$ cat src/hw/srb_defines.vh
/*
 constants for the read-burst block: register offsets, field positions,
 reset values and burst timing counts. assumes it is included by bare name.
*/
`ifndef SRB_DEFINES_VH
`define SRB_DEFINES_VH

`define SRB_CTRL_OFF      8'h00
`define SRB_LAT_OFF       8'h04
`define SRB_SEED_OFF      8'h08
`define SRB_STAT_OFF      8'h0C

`define SRB_CTRL_BL_LSB   0
`define SRB_CTRL_BL_MSB   1
`define SRB_CTRL_DLL_BIT  2
`define SRB_LAT_AL_LSB    0
`define SRB_LAT_AL_MSB    3
`define SRB_LAT_CL_LSB    4
`define SRB_LAT_CL_MSB    7

`define SRB_BL_RST        2'h0
`define SRB_DLL_RST       1'h0
`define SRB_AL_RST        4'h0
`define SRB_CL_RST        4'h5
`define SRB_SEED_RST      16'h0000

`define SRB_BL_FIXED8     2'h0
`define SRB_BL_OTF        2'h1
`define SRB_BL_FIXED4     2'h2

`define SRB_STAT_LOCK_BIT 0
`define SRB_STAT_BUSY_BIT 1
`define SRB_STAT_CHOP_BIT 2
`define SRB_STAT_AP_BIT   3
`define SRB_STAT_RCNT_LSB 8
`define SRB_STAT_DROP_LSB 16

`define SRB_COMMAND_TO_COMMAND_SPACING_CK       4
`define SRB_LAST_BL8      3'h7
`define SRB_LAST_BC4      3'h3
`define SRB_DLL_LOCK_CK   8'h10
`define SRB_QDEPTH        3'h4

`define SRB_RESP_OKAY     2'h0
`define SRB_RESP_SLVERR   2'h2

`endif

$ cat src/hw/srb_axil.v
/*
 axi4-lite slave front end, one write and one read in flight.
 assumes the owner decodes reg_raddr/reg_waddr combinationally.
*/
`timescale 1ns/100ps
`default_nettype none
`include "srb_defines.vh"

module srb_axil (
   input  wire        aclk,
   input  wire        aresetn,
   input  wire [7:0]  awaddr,
   input  wire        awvalid,
   output wire        awready,
   input  wire [31:0] wdata,
   input  wire [3:0]  wstrb,
   input  wire        wvalid,
   output wire        wready,
   output reg  [1:0]  bresp,
   output reg         bvalid,
   input  wire        bready,
   input  wire [7:0]  araddr,
   input  wire        arvalid,
   output wire        arready,
   output reg  [31:0] rdata,
   output reg  [1:0]  rresp,
   output reg         rvalid,
   input  wire        rready,
   output wire        reg_wr,
   output reg  [7:0]  reg_waddr,
   output reg  [31:0] reg_wdata,
   output reg  [3:0]  reg_wstrb,
   input  wire        reg_werr,
   output wire [7:0]  reg_raddr,
   input  wire [31:0] reg_rdata,
   input  wire        reg_rerr
);

   reg aw_hold_r;
   reg w_hold_r;

   assign awready   = ~aw_hold_r & ~bvalid;
   assign wready    = ~w_hold_r & ~bvalid;
   assign reg_wr    = aw_hold_r & w_hold_r & ~bvalid;
   assign arready   = ~rvalid;
   assign reg_raddr = araddr;

   always @(posedge aclk)
   begin
      if (!aresetn)
      begin
         aw_hold_r <= 1'b0;
         w_hold_r  <= 1'b0;
         reg_waddr <= 8'h00;
         reg_wdata <= 32'h00000000;
         reg_wstrb <= 4'h0;
         bvalid    <= 1'b0;
         bresp     <= `SRB_RESP_OKAY;
      end
      else
      begin
         // address and data may come in either order
         if (awvalid && awready)
         begin
            aw_hold_r <= 1'b1;
            reg_waddr <= awaddr;
         end
         if (wvalid && wready)
         begin
            w_hold_r  <= 1'b1;
            reg_wdata <= wdata;
            reg_wstrb <= wstrb;
         end
         if (reg_wr)
         begin
            aw_hold_r <= 1'b0;
            w_hold_r  <= 1'b0;
            bvalid    <= 1'b1;
            bresp     <= reg_werr ? `SRB_RESP_SLVERR : `SRB_RESP_OKAY;
         end
         else if (bvalid && bready)
            bvalid <= 1'b0;
      end
   end

   always @(posedge aclk)
   begin
      if (!aresetn)
      begin
         rvalid <= 1'b0;
         rdata  <= 32'h00000000;
         rresp  <= `SRB_RESP_OKAY;
      end
      else if (arvalid && arready)
      begin
         rvalid <= 1'b1;
         rdata  <= reg_rerr ? 32'h00000000 : reg_rdata;
         rresp  <= reg_rerr ? `SRB_RESP_SLVERR : `SRB_RESP_OKAY;
      end
      else if (rvalid && rready)
         rvalid <= 1'b0;
   end

endmodule

`default_nettype wire

$ cat src/hw/srb_sync.v
/*
 two flip-flop synchroniser for a vector of pins.
 assumes each bit is an independent level from outside the aclk domain.
*/
`timescale 1ns/100ps
`default_nettype none

module srb_sync #(
   parameter W = 1
) (
   input  wire         aclk,
   input  wire         aresetn,
   input  wire [W-1:0] pin_in,
   output reg  [W-1:0] pin_s_r
);

   reg [W-1:0] meta_r;

   // first stage feeds only the second
   always @(posedge aclk)
   begin
      if (!aresetn)
      begin
         meta_r  <= {W{1'b1}};
         pin_s_r <= {W{1'b1}};
      end
      else
      begin
         meta_r  <= pin_in;
         pin_s_r <= meta_r;
      end
   end

endmodule

`default_nettype wire

$ cat src/hw/srb_top.v
/*
 read-burst side of a ddr3 device: command capture on the memory clock,
 latency scheduling, ddr data and strobe drive, output release.
 assumes ck and command pins are much slower than aclk (5 mhz vs 40 mhz),
 registers reached over axi4-lite.
*/
// Added by the designer: the placing of the registers and the AXI4-Lite slave port.
`timescale 1ns/100ps
`default_nettype none
`include "srb_defines.vh"

module srb_top (
   input  wire        aclk,
   input  wire        aresetn,
   input  wire [7:0]  s_axi_awaddr,
   input  wire        s_axi_awvalid,
   output wire        s_axi_awready,
   input  wire [31:0] s_axi_wdata,
   input  wire [3:0]  s_axi_wstrb,
   input  wire        s_axi_wvalid,
   output wire        s_axi_wready,
   output wire [1:0]  s_axi_bresp,
   output wire        s_axi_bvalid,
   input  wire        s_axi_bready,
   input  wire [7:0]  s_axi_araddr,
   input  wire        s_axi_arvalid,
   output wire        s_axi_arready,
   output wire [31:0] s_axi_rdata,
   output wire [1:0]  s_axi_rresp,
   output wire        s_axi_rvalid,
   input  wire        s_axi_rready,
   input  wire        ck,
   input  wire        cs_n,
   input  wire        ras_n,
   input  wire        cas_n,
   input  wire        we_n,
   input  wire [12:0] addr,
   output reg  [15:0] dq_o,
   output reg         dq_oe_n,
   output reg         dqs_o,
   output reg         dqs_n_o,
   output reg         dqs_oe_n
);

   localparam ST_IDLE = 2'h0;
   localparam ST_PRE  = 2'h1;
   localparam ST_DATA = 2'h2;

   // register bus
   wire        reg_wr;
   wire [7:0]  reg_waddr;
   wire [31:0] reg_wdata;
   wire [3:0]  reg_wstrb;
   wire [7:0]  reg_raddr;
   reg  [31:0] reg_rdata;

   // configuration and status
   reg  [1:0]  bl_mode_r;
   reg         dll_en_r;
   reg  [3:0]  al_r;
   reg  [3:0]  cl_r;
   reg  [15:0] seed_r;
   reg         locked_r;
   reg  [7:0]  lock_cnt_r;
   reg         last_chop_r;
   reg         last_ap_r;
   reg  [7:0]  rd_cnt_r;
   reg  [7:0]  drop_cnt_r;

   // link side
   wire [17:0] pins_s;
   reg         ck_d_r;
   reg  [7:0]  tick_r;
   reg  [7:0]  q_tick [0:3];
   reg         q_chop [0:3];
   reg  [9:0]  q_col  [0:3];
   reg  [1:0]  q_head_r;
   reg  [1:0]  q_tail_r;
   reg  [2:0]  q_cnt_r;
   reg  [1:0]  state_r;
   reg  [2:0]  beat_r;
   reg  [2:0]  last_r;
   reg         chop_r;
   reg  [9:0]  col_r;

   function mapped;
      input [7:0] a;
      begin
         mapped = (a == `SRB_CTRL_OFF) || (a == `SRB_LAT_OFF) ||
                  (a == `SRB_SEED_OFF) || (a == `SRB_STAT_OFF);
      end
   endfunction

   // sequential wrap inside the burst; chop wraps inside four
   function [15:0] beat_word;
      input [15:0] seed;
      input [9:0]  col;
      input [2:0]  beat;
      input        chop;
      reg   [2:0]  lo;
      begin
         lo = col[2:0] + beat;
         if (chop)
            lo = {col[2], lo[1:0]};
         beat_word = seed ^ {6'h00, col[9:3], lo};
      end
   endfunction

   srb_axil u_axil (
      .aclk      (aclk),
      .aresetn   (aresetn),
      .awaddr    (s_axi_awaddr),
      .awvalid   (s_axi_awvalid),
      .awready   (s_axi_awready),
      .wdata     (s_axi_wdata),
      .wstrb     (s_axi_wstrb),
      .wvalid    (s_axi_wvalid),
      .wready    (s_axi_wready),
      .bresp     (s_axi_bresp),
      .bvalid    (s_axi_bvalid),
      .bready    (s_axi_bready),
      .araddr    (s_axi_araddr),
      .arvalid   (s_axi_arvalid),
      .arready   (s_axi_arready),
      .rdata     (s_axi_rdata),
      .rresp     (s_axi_rresp),
      .rvalid    (s_axi_rvalid),
      .rready    (s_axi_rready),
      .reg_wr    (reg_wr),
      .reg_waddr (reg_waddr),
      .reg_wdata (reg_wdata),
      .reg_wstrb (reg_wstrb),
      .reg_werr  (~mapped(reg_waddr)),
      .reg_raddr (reg_raddr),
      .reg_rdata (reg_rdata),
      .reg_rerr  (~mapped(reg_raddr))
   );

   // ck and command share one synchroniser so they stay aligned
   srb_sync #(
      .W (18)
   ) u_sync (
      .aclk    (aclk),
      .aresetn (aresetn),
      .pin_in  ({ck, cs_n, ras_n, cas_n, we_n, addr}),
      .pin_s_r (pins_s)
   );

   wire        ck_s    = pins_s[17];
   wire        ck_rise = ck_s & ~ck_d_r;
   wire        ck_fall = ~ck_s & ck_d_r;
   wire        rd_cmd  = ~pins_s[16] & pins_s[15] & ~pins_s[14] & pins_s[13];
   wire [12:0] addr_s  = pins_s[12:0];
   wire [7:0]  now     = tick_r + 8'h01;
   wire [7:0]  rl      = {4'h0, al_r} + {4'h0, cl_r};
   wire        q_full  = (q_cnt_r == `SRB_QDEPTH);
   wire        q_any   = (q_cnt_r != 3'h0);
   wire        do_push = ck_rise & rd_cmd & locked_r & ~q_full;
   wire        burst_on = (state_r == ST_DATA) && (beat_r != last_r);
   wire        start   = ck_rise & locked_r & ~burst_on & q_any &
                         (q_tick[q_head_r] == now);
   wire        pre     = ck_rise & locked_r & ~burst_on & q_any &
                         (q_tick[q_head_r] == now + 8'h01);

   // otf select bit only; fixed modes ignore it
   wire        cmd_chop = (bl_mode_r == `SRB_BL_FIXED4) ||
                          ((bl_mode_r == `SRB_BL_OTF) && !addr_s[12]);

   always @(posedge aclk)
   begin
      if (!aresetn)
      begin
         bl_mode_r <= `SRB_BL_RST;
         dll_en_r  <= `SRB_DLL_RST;
         al_r      <= `SRB_AL_RST;
         cl_r      <= `SRB_CL_RST;
         seed_r    <= `SRB_SEED_RST;
      end
      else if (reg_wr)
      begin
         if (reg_waddr == `SRB_CTRL_OFF && reg_wstrb[0])
         begin
            bl_mode_r <= reg_wdata[`SRB_CTRL_BL_MSB:`SRB_CTRL_BL_LSB];
            dll_en_r  <= reg_wdata[`SRB_CTRL_DLL_BIT];
         end
         if (reg_waddr == `SRB_LAT_OFF && reg_wstrb[0])
         begin
            al_r <= reg_wdata[`SRB_LAT_AL_MSB:`SRB_LAT_AL_LSB];
            cl_r <= reg_wdata[`SRB_LAT_CL_MSB:`SRB_LAT_CL_LSB];
         end
         if (reg_waddr == `SRB_SEED_OFF)
         begin
            if (reg_wstrb[0])
               seed_r[7:0] <= reg_wdata[7:0];
            if (reg_wstrb[1])
               seed_r[15:8] <= reg_wdata[15:8];
         end
      end
   end

   always @*
   begin
      reg_rdata = 32'h00000000;
      case (reg_raddr)
         `SRB_CTRL_OFF:
            reg_rdata = {29'h00000000, dll_en_r, bl_mode_r};
         `SRB_LAT_OFF:
            reg_rdata = {24'h000000, cl_r, al_r};
         `SRB_SEED_OFF:
            reg_rdata = {16'h0000, seed_r};
         `SRB_STAT_OFF:
         begin
            reg_rdata[`SRB_STAT_LOCK_BIT] = locked_r;
            reg_rdata[`SRB_STAT_BUSY_BIT] = (state_r != ST_IDLE);
            reg_rdata[`SRB_STAT_CHOP_BIT] = last_chop_r;
            reg_rdata[`SRB_STAT_AP_BIT]   = last_ap_r;
            reg_rdata[`SRB_STAT_RCNT_LSB+7:`SRB_STAT_RCNT_LSB] = rd_cnt_r;
            reg_rdata[`SRB_STAT_DROP_LSB+7:`SRB_STAT_DROP_LSB] = drop_cnt_r;
         end
         default:
            reg_rdata = 32'h00000000;
      endcase
   end

   // lock time counted in link clocks; disable drops lock at once
   always @(posedge aclk)
   begin
      if (!aresetn)
      begin
         ck_d_r     <= 1'b1; // same level as synchroniser reset, no false edge
         tick_r     <= 8'h00;
         lock_cnt_r <= 8'h00;
         locked_r   <= 1'b0;
      end
      else
      begin
         ck_d_r <= ck_s;
         if (ck_rise)
            tick_r <= now;
         if (!dll_en_r)
         begin
            lock_cnt_r <= 8'h00;
            locked_r   <= 1'b0;
         end
         else if (ck_rise && !locked_r)
         begin
            lock_cnt_r <= lock_cnt_r + 8'h01;
            if (lock_cnt_r == `SRB_DLL_LOCK_CK - 8'h01)
               locked_r <= 1'b1;
         end
      end
   end

   // pending reads, stamped with the ck count of their first data edge
   always @(posedge aclk)
   begin
      if (!aresetn)
      begin
         q_head_r    <= 2'h0;
         q_tail_r    <= 2'h0;
         q_cnt_r     <= 3'h0;
         rd_cnt_r    <= 8'h00;
         drop_cnt_r  <= 8'h00;
         last_chop_r <= 1'b0;
         last_ap_r   <= 1'b0;
      end
      else if (!locked_r)
      begin
         q_head_r <= 2'h0;
         q_tail_r <= 2'h0;
         q_cnt_r  <= 3'h0;
         if (ck_rise && rd_cmd)
            drop_cnt_r <= drop_cnt_r + 8'h01;
      end
      else
      begin
         if (do_push)
         begin
            q_tick[q_tail_r] <= now + rl;
            q_chop[q_tail_r] <= cmd_chop;
            q_col[q_tail_r]  <= addr_s[9:0];
            q_tail_r         <= q_tail_r + 2'h1;
            rd_cnt_r         <= rd_cnt_r + 8'h01;
            last_chop_r      <= cmd_chop;
            last_ap_r        <= addr_s[10];
         end
         else if (ck_rise && rd_cmd)
            drop_cnt_r <= drop_cnt_r + 8'h01;
         if (start)
            q_head_r <= q_head_r + 2'h1;
         if (do_push && !start)
            q_cnt_r <= q_cnt_r + 3'h1;
         else if (start && !do_push)
            q_cnt_r <= q_cnt_r - 3'h1;
      end
   end

   // dq drives on both ck edges; strobe follows ck, so the low half
   // after the last falling beat is the postamble
   always @(posedge aclk)
   begin
      if (!aresetn)
      begin
         state_r  <= ST_IDLE;
         beat_r   <= 3'h0;
         last_r   <= `SRB_LAST_BL8;
         chop_r   <= 1'b0;
         col_r    <= 10'h000;
         dq_o     <= 16'h0000;
         dq_oe_n  <= 1'b1;
         dqs_o    <= 1'b0;
         dqs_n_o  <= 1'b1;
         dqs_oe_n <= 1'b1;
      end
      else if (ck_rise)
      begin
         case (state_r)
            ST_IDLE, ST_PRE, ST_DATA:
            begin
               if (burst_on && locked_r)
               begin
                  beat_r  <= beat_r + 3'h1;
                  dq_o    <= beat_word(seed_r, col_r, beat_r + 3'h1,
                                       chop_r);
                  dqs_o   <= 1'b1;
                  dqs_n_o <= 1'b0;
               end
               else if (start)
               begin
                  state_r  <= ST_DATA;
                  beat_r   <= 3'h0;
                  chop_r   <= q_chop[q_head_r];
                  col_r    <= q_col[q_head_r];
                  last_r   <= q_chop[q_head_r] ? `SRB_LAST_BC4 :
                                                  `SRB_LAST_BL8;
                  dq_o     <= beat_word(seed_r, q_col[q_head_r], 3'h0,
                                        q_chop[q_head_r]);
                  dq_oe_n  <= 1'b0;
                  dqs_o    <= 1'b1;
                  dqs_n_o  <= 1'b0;
                  dqs_oe_n <= 1'b0;
               end
               else if (pre)
               begin
                  state_r  <= ST_PRE;
                  dq_oe_n  <= 1'b1;
                  dqs_o    <= 1'b0;
                  dqs_n_o  <= 1'b1;
                  dqs_oe_n <= 1'b0;
               end
               else
               begin
                  // latency plus 4 or plus 2 lands here
                  state_r  <= ST_IDLE;
                  dq_oe_n  <= 1'b1;
                  dqs_oe_n <= 1'b1;
                  dqs_o    <= 1'b0;
                  dqs_n_o  <= 1'b1;
               end
            end
            default:
               state_r <= ST_IDLE;
         endcase
      end
      else if (ck_fall && state_r == ST_DATA && beat_r != last_r)
      begin
         beat_r  <= beat_r + 3'h1;
         dq_o    <= beat_word(seed_r, col_r, beat_r + 3'h1, chop_r);
         dqs_o   <= 1'b0;
         dqs_n_o <= 1'b1;
      end
   end

endmodule

`default_nettype wire

$ cat config.mk
export PLATFORM = sky130hd
export DESIGN_NAME = srb_top
export DESIGN_NICKNAME = d
export VERILOG_FILES = /design/src/hw/srb_axil.v /design/src/hw/srb_sync.v /design/src/hw/srb_top.v
export VERILOG_INCLUDE_DIRS = /design/src /design/src/hw
export SDC_FILE = /design/constraint.sdc
export NUM_CORES = 1
export LEC_CHECK = 0
export ABC_CLOCK_PERIOD_IN_PS = 3050
export BUFFER_PORTS_ARGS = -buffer_cell sky130_fd_sc_hd__clkbuf_2
export CAP_MARGIN = 20
export CORE_ASPECT_RATIO = 1.4
export CORE_UTILIZATION = 52
export DETAILED_ROUTE_END_ITERATION = 8
export PLACE_DENSITY_LB_ADDON = 0.1
export REMOVE_ABC_BUFFERS = 1
export SETUP_SLACK_MARGIN = 0.5
export SYNTH_ARGS = -nofsm -noshare
export SYNTH_HDL_FRONTEND = slang
export SYNTH_SLANG_ARGS = --single-unit
$ cat constraint.sdc
create_clock -name aclk -period 3.05 [get_ports aclk]
set_input_delay 0.61 -clock aclk [delete_from_list [all_inputs] [get_ports aclk]]
set_output_delay 0.61 -clock aclk [all_outputs]
set_load 0.01 [all_outputs]
==> reports/results.tsv <==
metric	value	unit
vias	8002	
worstHoldEndpoint	u_sync.meta_r[12]$_SDFF_PN1_	
place_inst	1405	
syn_area_per_cell	10.91	um^2
critPathTopFamily	simple AND/OR/NAND/NOR gates	
start_util	53.22	%
fin_cells	1489	
synth_warnings	0	
drt-initial-drc-count	510	
cts_tree	done	
wl	26160	um
min_from	addr[12]	
leakage	5.378	nW
antenna_found_initial	0	
synth_seq_area_share	55.53	%
num_antenna_cells	0	
cp_max_fo	4	
slowest_delay	0.54	ns
seqPwrFrac	51.3	%
p_switching	1.590	mW
area.growth.synth_to_final	24.81	%
clk_pin_slew	0.06	ns
grt_max_degree	61	
grt_util_all_layers	23.78	%
first_global_vias	7821	
drv_cap	0	
fmax	331.4	MHz
netlist_instances	1034	
avgRoutedWirePerCell	17.57	um
setup_viol	0	
finClkSkew	0.01233	ns
intPower	5.868	mW
seqCellArea	6276	um^2
nets	1310	
hold_violations	0	
async_flop_share	0	%
clk_path_buf_depth	3	
ys_ff_latch	275	
max_slew.worst_pin.slew	0.7534	ns
synth.distinct_cells	60	
clockPowerShare	45.1	%
final_layout_size_suffix_gt1_share	25.71	%
cp.required	3.51	ns
pin_count	138	
vias_per_cell	5.374	
core_region_area	21200	um^2
period_share	98.94	%
end_kind	register	
worstHoldPathCells	2	
antenna_left	0	
r2r-end	q_cnt_r[2]$_SDFFE_PN0P_	
maxSlewViolCount	0	
post-dp-hpwl	16270	um
multi_input_area	4897	um^2
hp-class	input pin to register	
critPathKind	register to register	
grt_overflow	0	
power	7.458	mW
portBuffers	108	
p_sw_share	21.32	%
route.detailed.drc	0	
synth.cell_area	11280	um^2
status	finished clean	
relSlewSlack	49.65	%
start_kind	register	
insertion_delay	0.53	ns
fp.dieH	176.3	um
synth_flop_cell	dfxtp_1	
vdd_drop_max	0.0004312	V
cts_num_sinks	275	
postCtsHoldBufs	0	
path_buf_inv	2	
grt_first_pass_wirelength	41000	um
rows	63	
htreeDepth	1	
die_area	22300	um^2
rsz0062_at_grt	yes	
reg2reg_depth	11	
first_pass_iters	5	
place_congestion	0.8125	
cp_slowest_cell	or4_4	
die_width	126.5	um
numCtsBuffers	27	
period_minus_slack	3.018	ns
combPwrFrac	3.7	%
cp_cell_sequence	buf_6, mux4_2, xnor3_2, or4_4, or2_4, ha_4, inv_2, fa_1, xor2_1, or3_1, a21oi_1	
clockRootBuffer	clkbuf_16	
r2r_setup_slack	0.03	ns
cp.arrival	3.48	ns
powerDensity	529.5	nW/um^2
fill_cells	1648	
synth-edff-count	76	
## logic make-up (layout without fill, tap and decap cells)
| family | Yosys count | in the layout | share of synthesized area (%) |
|---|---|---|---|
| flip-flops | 275 | 275 | 55.53 |
| multiplexers | 82 | 82 | 9.813 |
| AO/OA/AOI/OAI | 130 | 130 | 6.863 |
| AND/OR/NAND/NOR | 360 | 360 | 14.94 |
| XOR/XNOR | 66 | 66 | 5.910 |
| buffers and inverters | 96 | 282 | 3.792 |
| adder cells (fa/ha/maj) | 24 | 24 | 3.127 |
| other | 1 | 10 | 0.03323 |
## stage by stage
step | setup TNS [ns] | hold WS [ns] | setup slack (ns) | area (um^2) | util [%]
2_1_floorplan | -12.76 | 0.3863 | -0.6270 | 11020 | -
3_5_place_dp | -0.09509 | 0.3929 | -0.07410 | 12360 | 58.28
5_1_grt | -0.1235 | 0.2466 | -0.06317 | 14080 | 66.42
6_report | 0 | 0.2544 | 0.03233 | 14080 | 66.42
4_1_cts | 0 | 0.2431 | 0.04757 | 13890 | 65.52
3_3_place_gp | -0.02893 | 0.3879 | -0.02893 | 12360 | 58.28
## power groups by stage
stage                     Combinational [mW]  Clock [mW]  Sequential [mW]
after floorplan                        0.133           0             3.90
after detailed placement               0.256           0             3.90
after CTS                              0.267        3.42             3.82
after global placement                 0.253           0             3.90
final                                  0.274        3.36             3.82
after global routing                   0.303        3.56             3.83
## worst reg2reg max path: stages, from the launching register on
cell	delay, ns
dfxtp_2	0.35
buf_6	0.12
mux4_2	0.50
xnor3_2	0.27
or4_4	0.54
or2_4	0.27
ha_4	0.17
inv_2	0.05
fa_1	0.17
xor2_1	0.07
or3_1	0.31
a21oi_1	0.13
## layer usage
layer	track usage [%]	wire length, um
met5	0	0
met4	8.133	836
met3	3.212	1000
met2	43.92	13650
met1	28.21	10680
## final cells by class
type                       count  area share (%)
clock inverter                18           1.439
tap                          260           2.310
clock buffer                  31           4.904
sequential                   275           44.56
multi-input combinational    672           34.77
inverter                      34          0.9416
timing repair buffer         199           11.08
## timing repair
action,CTS,global route
setup endpoints to repair,64,60
pin swaps,15,17
hold endpoints to repair,0,0
buffers inserted,20,7
gates cloned,8,0
resized for setup,76,23
## worst max path at each step
| stage | from | endpoint | depth (start not counted) |
|---|---|---|---|
| 2_1_floorplan | register | q_cnt_r[2]$_SDFFE_PN0P_ | 10 |
| 3_3_place_gp | register | q_cnt_r[2]$_SDFFE_PN0P_ | 12 |
| 3_5_place_dp | register | q_cnt_r[2]$_SDFFE_PN0P_ | 12 |
| 4_1_cts | register | q_cnt_r[2]$_SDFFE_PN0P_ | 11 |
| 5_1_grt | register | q_cnt_r[2]$_SDFFE_PN0P_ | 11 |
| 6_report | register | q_cnt_r[2]$_SDFFE_PN0P_ | 11 |
## placed cells by master, fill, tap and decap left out, types with 7 or more instances in the layout
master and instances:
conb_1 10, ha_1 11, mux2i_1 51, inv_1 27, o21ai_0 13, buf_12 9
or3_1 11, o21ai_1 19, mux4_2 22, xor2_1 24, dfxtp_1 195, nand4_1 7
clkbuf_2 107, nand3_1 27, edfxtp_1 76, buf_4 57, a22oi_1 24, nand2b_1 41
xnor2_1 28, buf_6 17, and3_1 9, mux2_2 9, clkbuf_16 27, xnor2_4 7
nand2_1 109, a21oi_1 52, buf_16 8, nor2_1 112, nor2b_1 7, nor3_1 11
## synth_stat cells, types with 3 or more instances
cell      instances  area share, %
dfxtp_1         199             35
nor2_1          112            3.7
nand2_1         111            3.7
edfxtp_1         76             20
a21oi_1          53            2.4
mux2i_1          51            4.5
nand2b_1         41            2.3
clkbuf_1         37            1.2
xnor2_1          35            2.7
inv_1            33            1.1
o21ai_0          30            1.3
nand3_1          28            1.2
xor2_1           25            1.9
a22oi_1          24            1.6
mux4_2           22            4.4
ha_1             17            1.9
nor3_1           12           0.53
or3_1            11           0.61
buf_4            10           0.67
and3_1            9           0.50
mux2_2            9           0.90
nor2b_1           8           0.44
fa_1              7            1.2
nand4_1           7           0.39
a211oi_1          6           0.40
buf_1             6           0.20
buf_2             5           0.22
xor3_1            5            1.1
and2_1            4           0.22
buf_6             3           0.30
nor4_1            3           0.17
o21ai_1           3           0.13
## registers in the layout, indices dropped and copies added (netlist names), 10 cells and up, named ones only
name              cells
u_axil.reg_wdata     16
q_col                40
dq_o                 16
u_axil.rdata         24
q_tick               32
u_sync.meta_r        17
u_sync.pin_s_r       17
seed_r               16
col_r                10
Note: power is estimated with default switching activity, not from simulation.
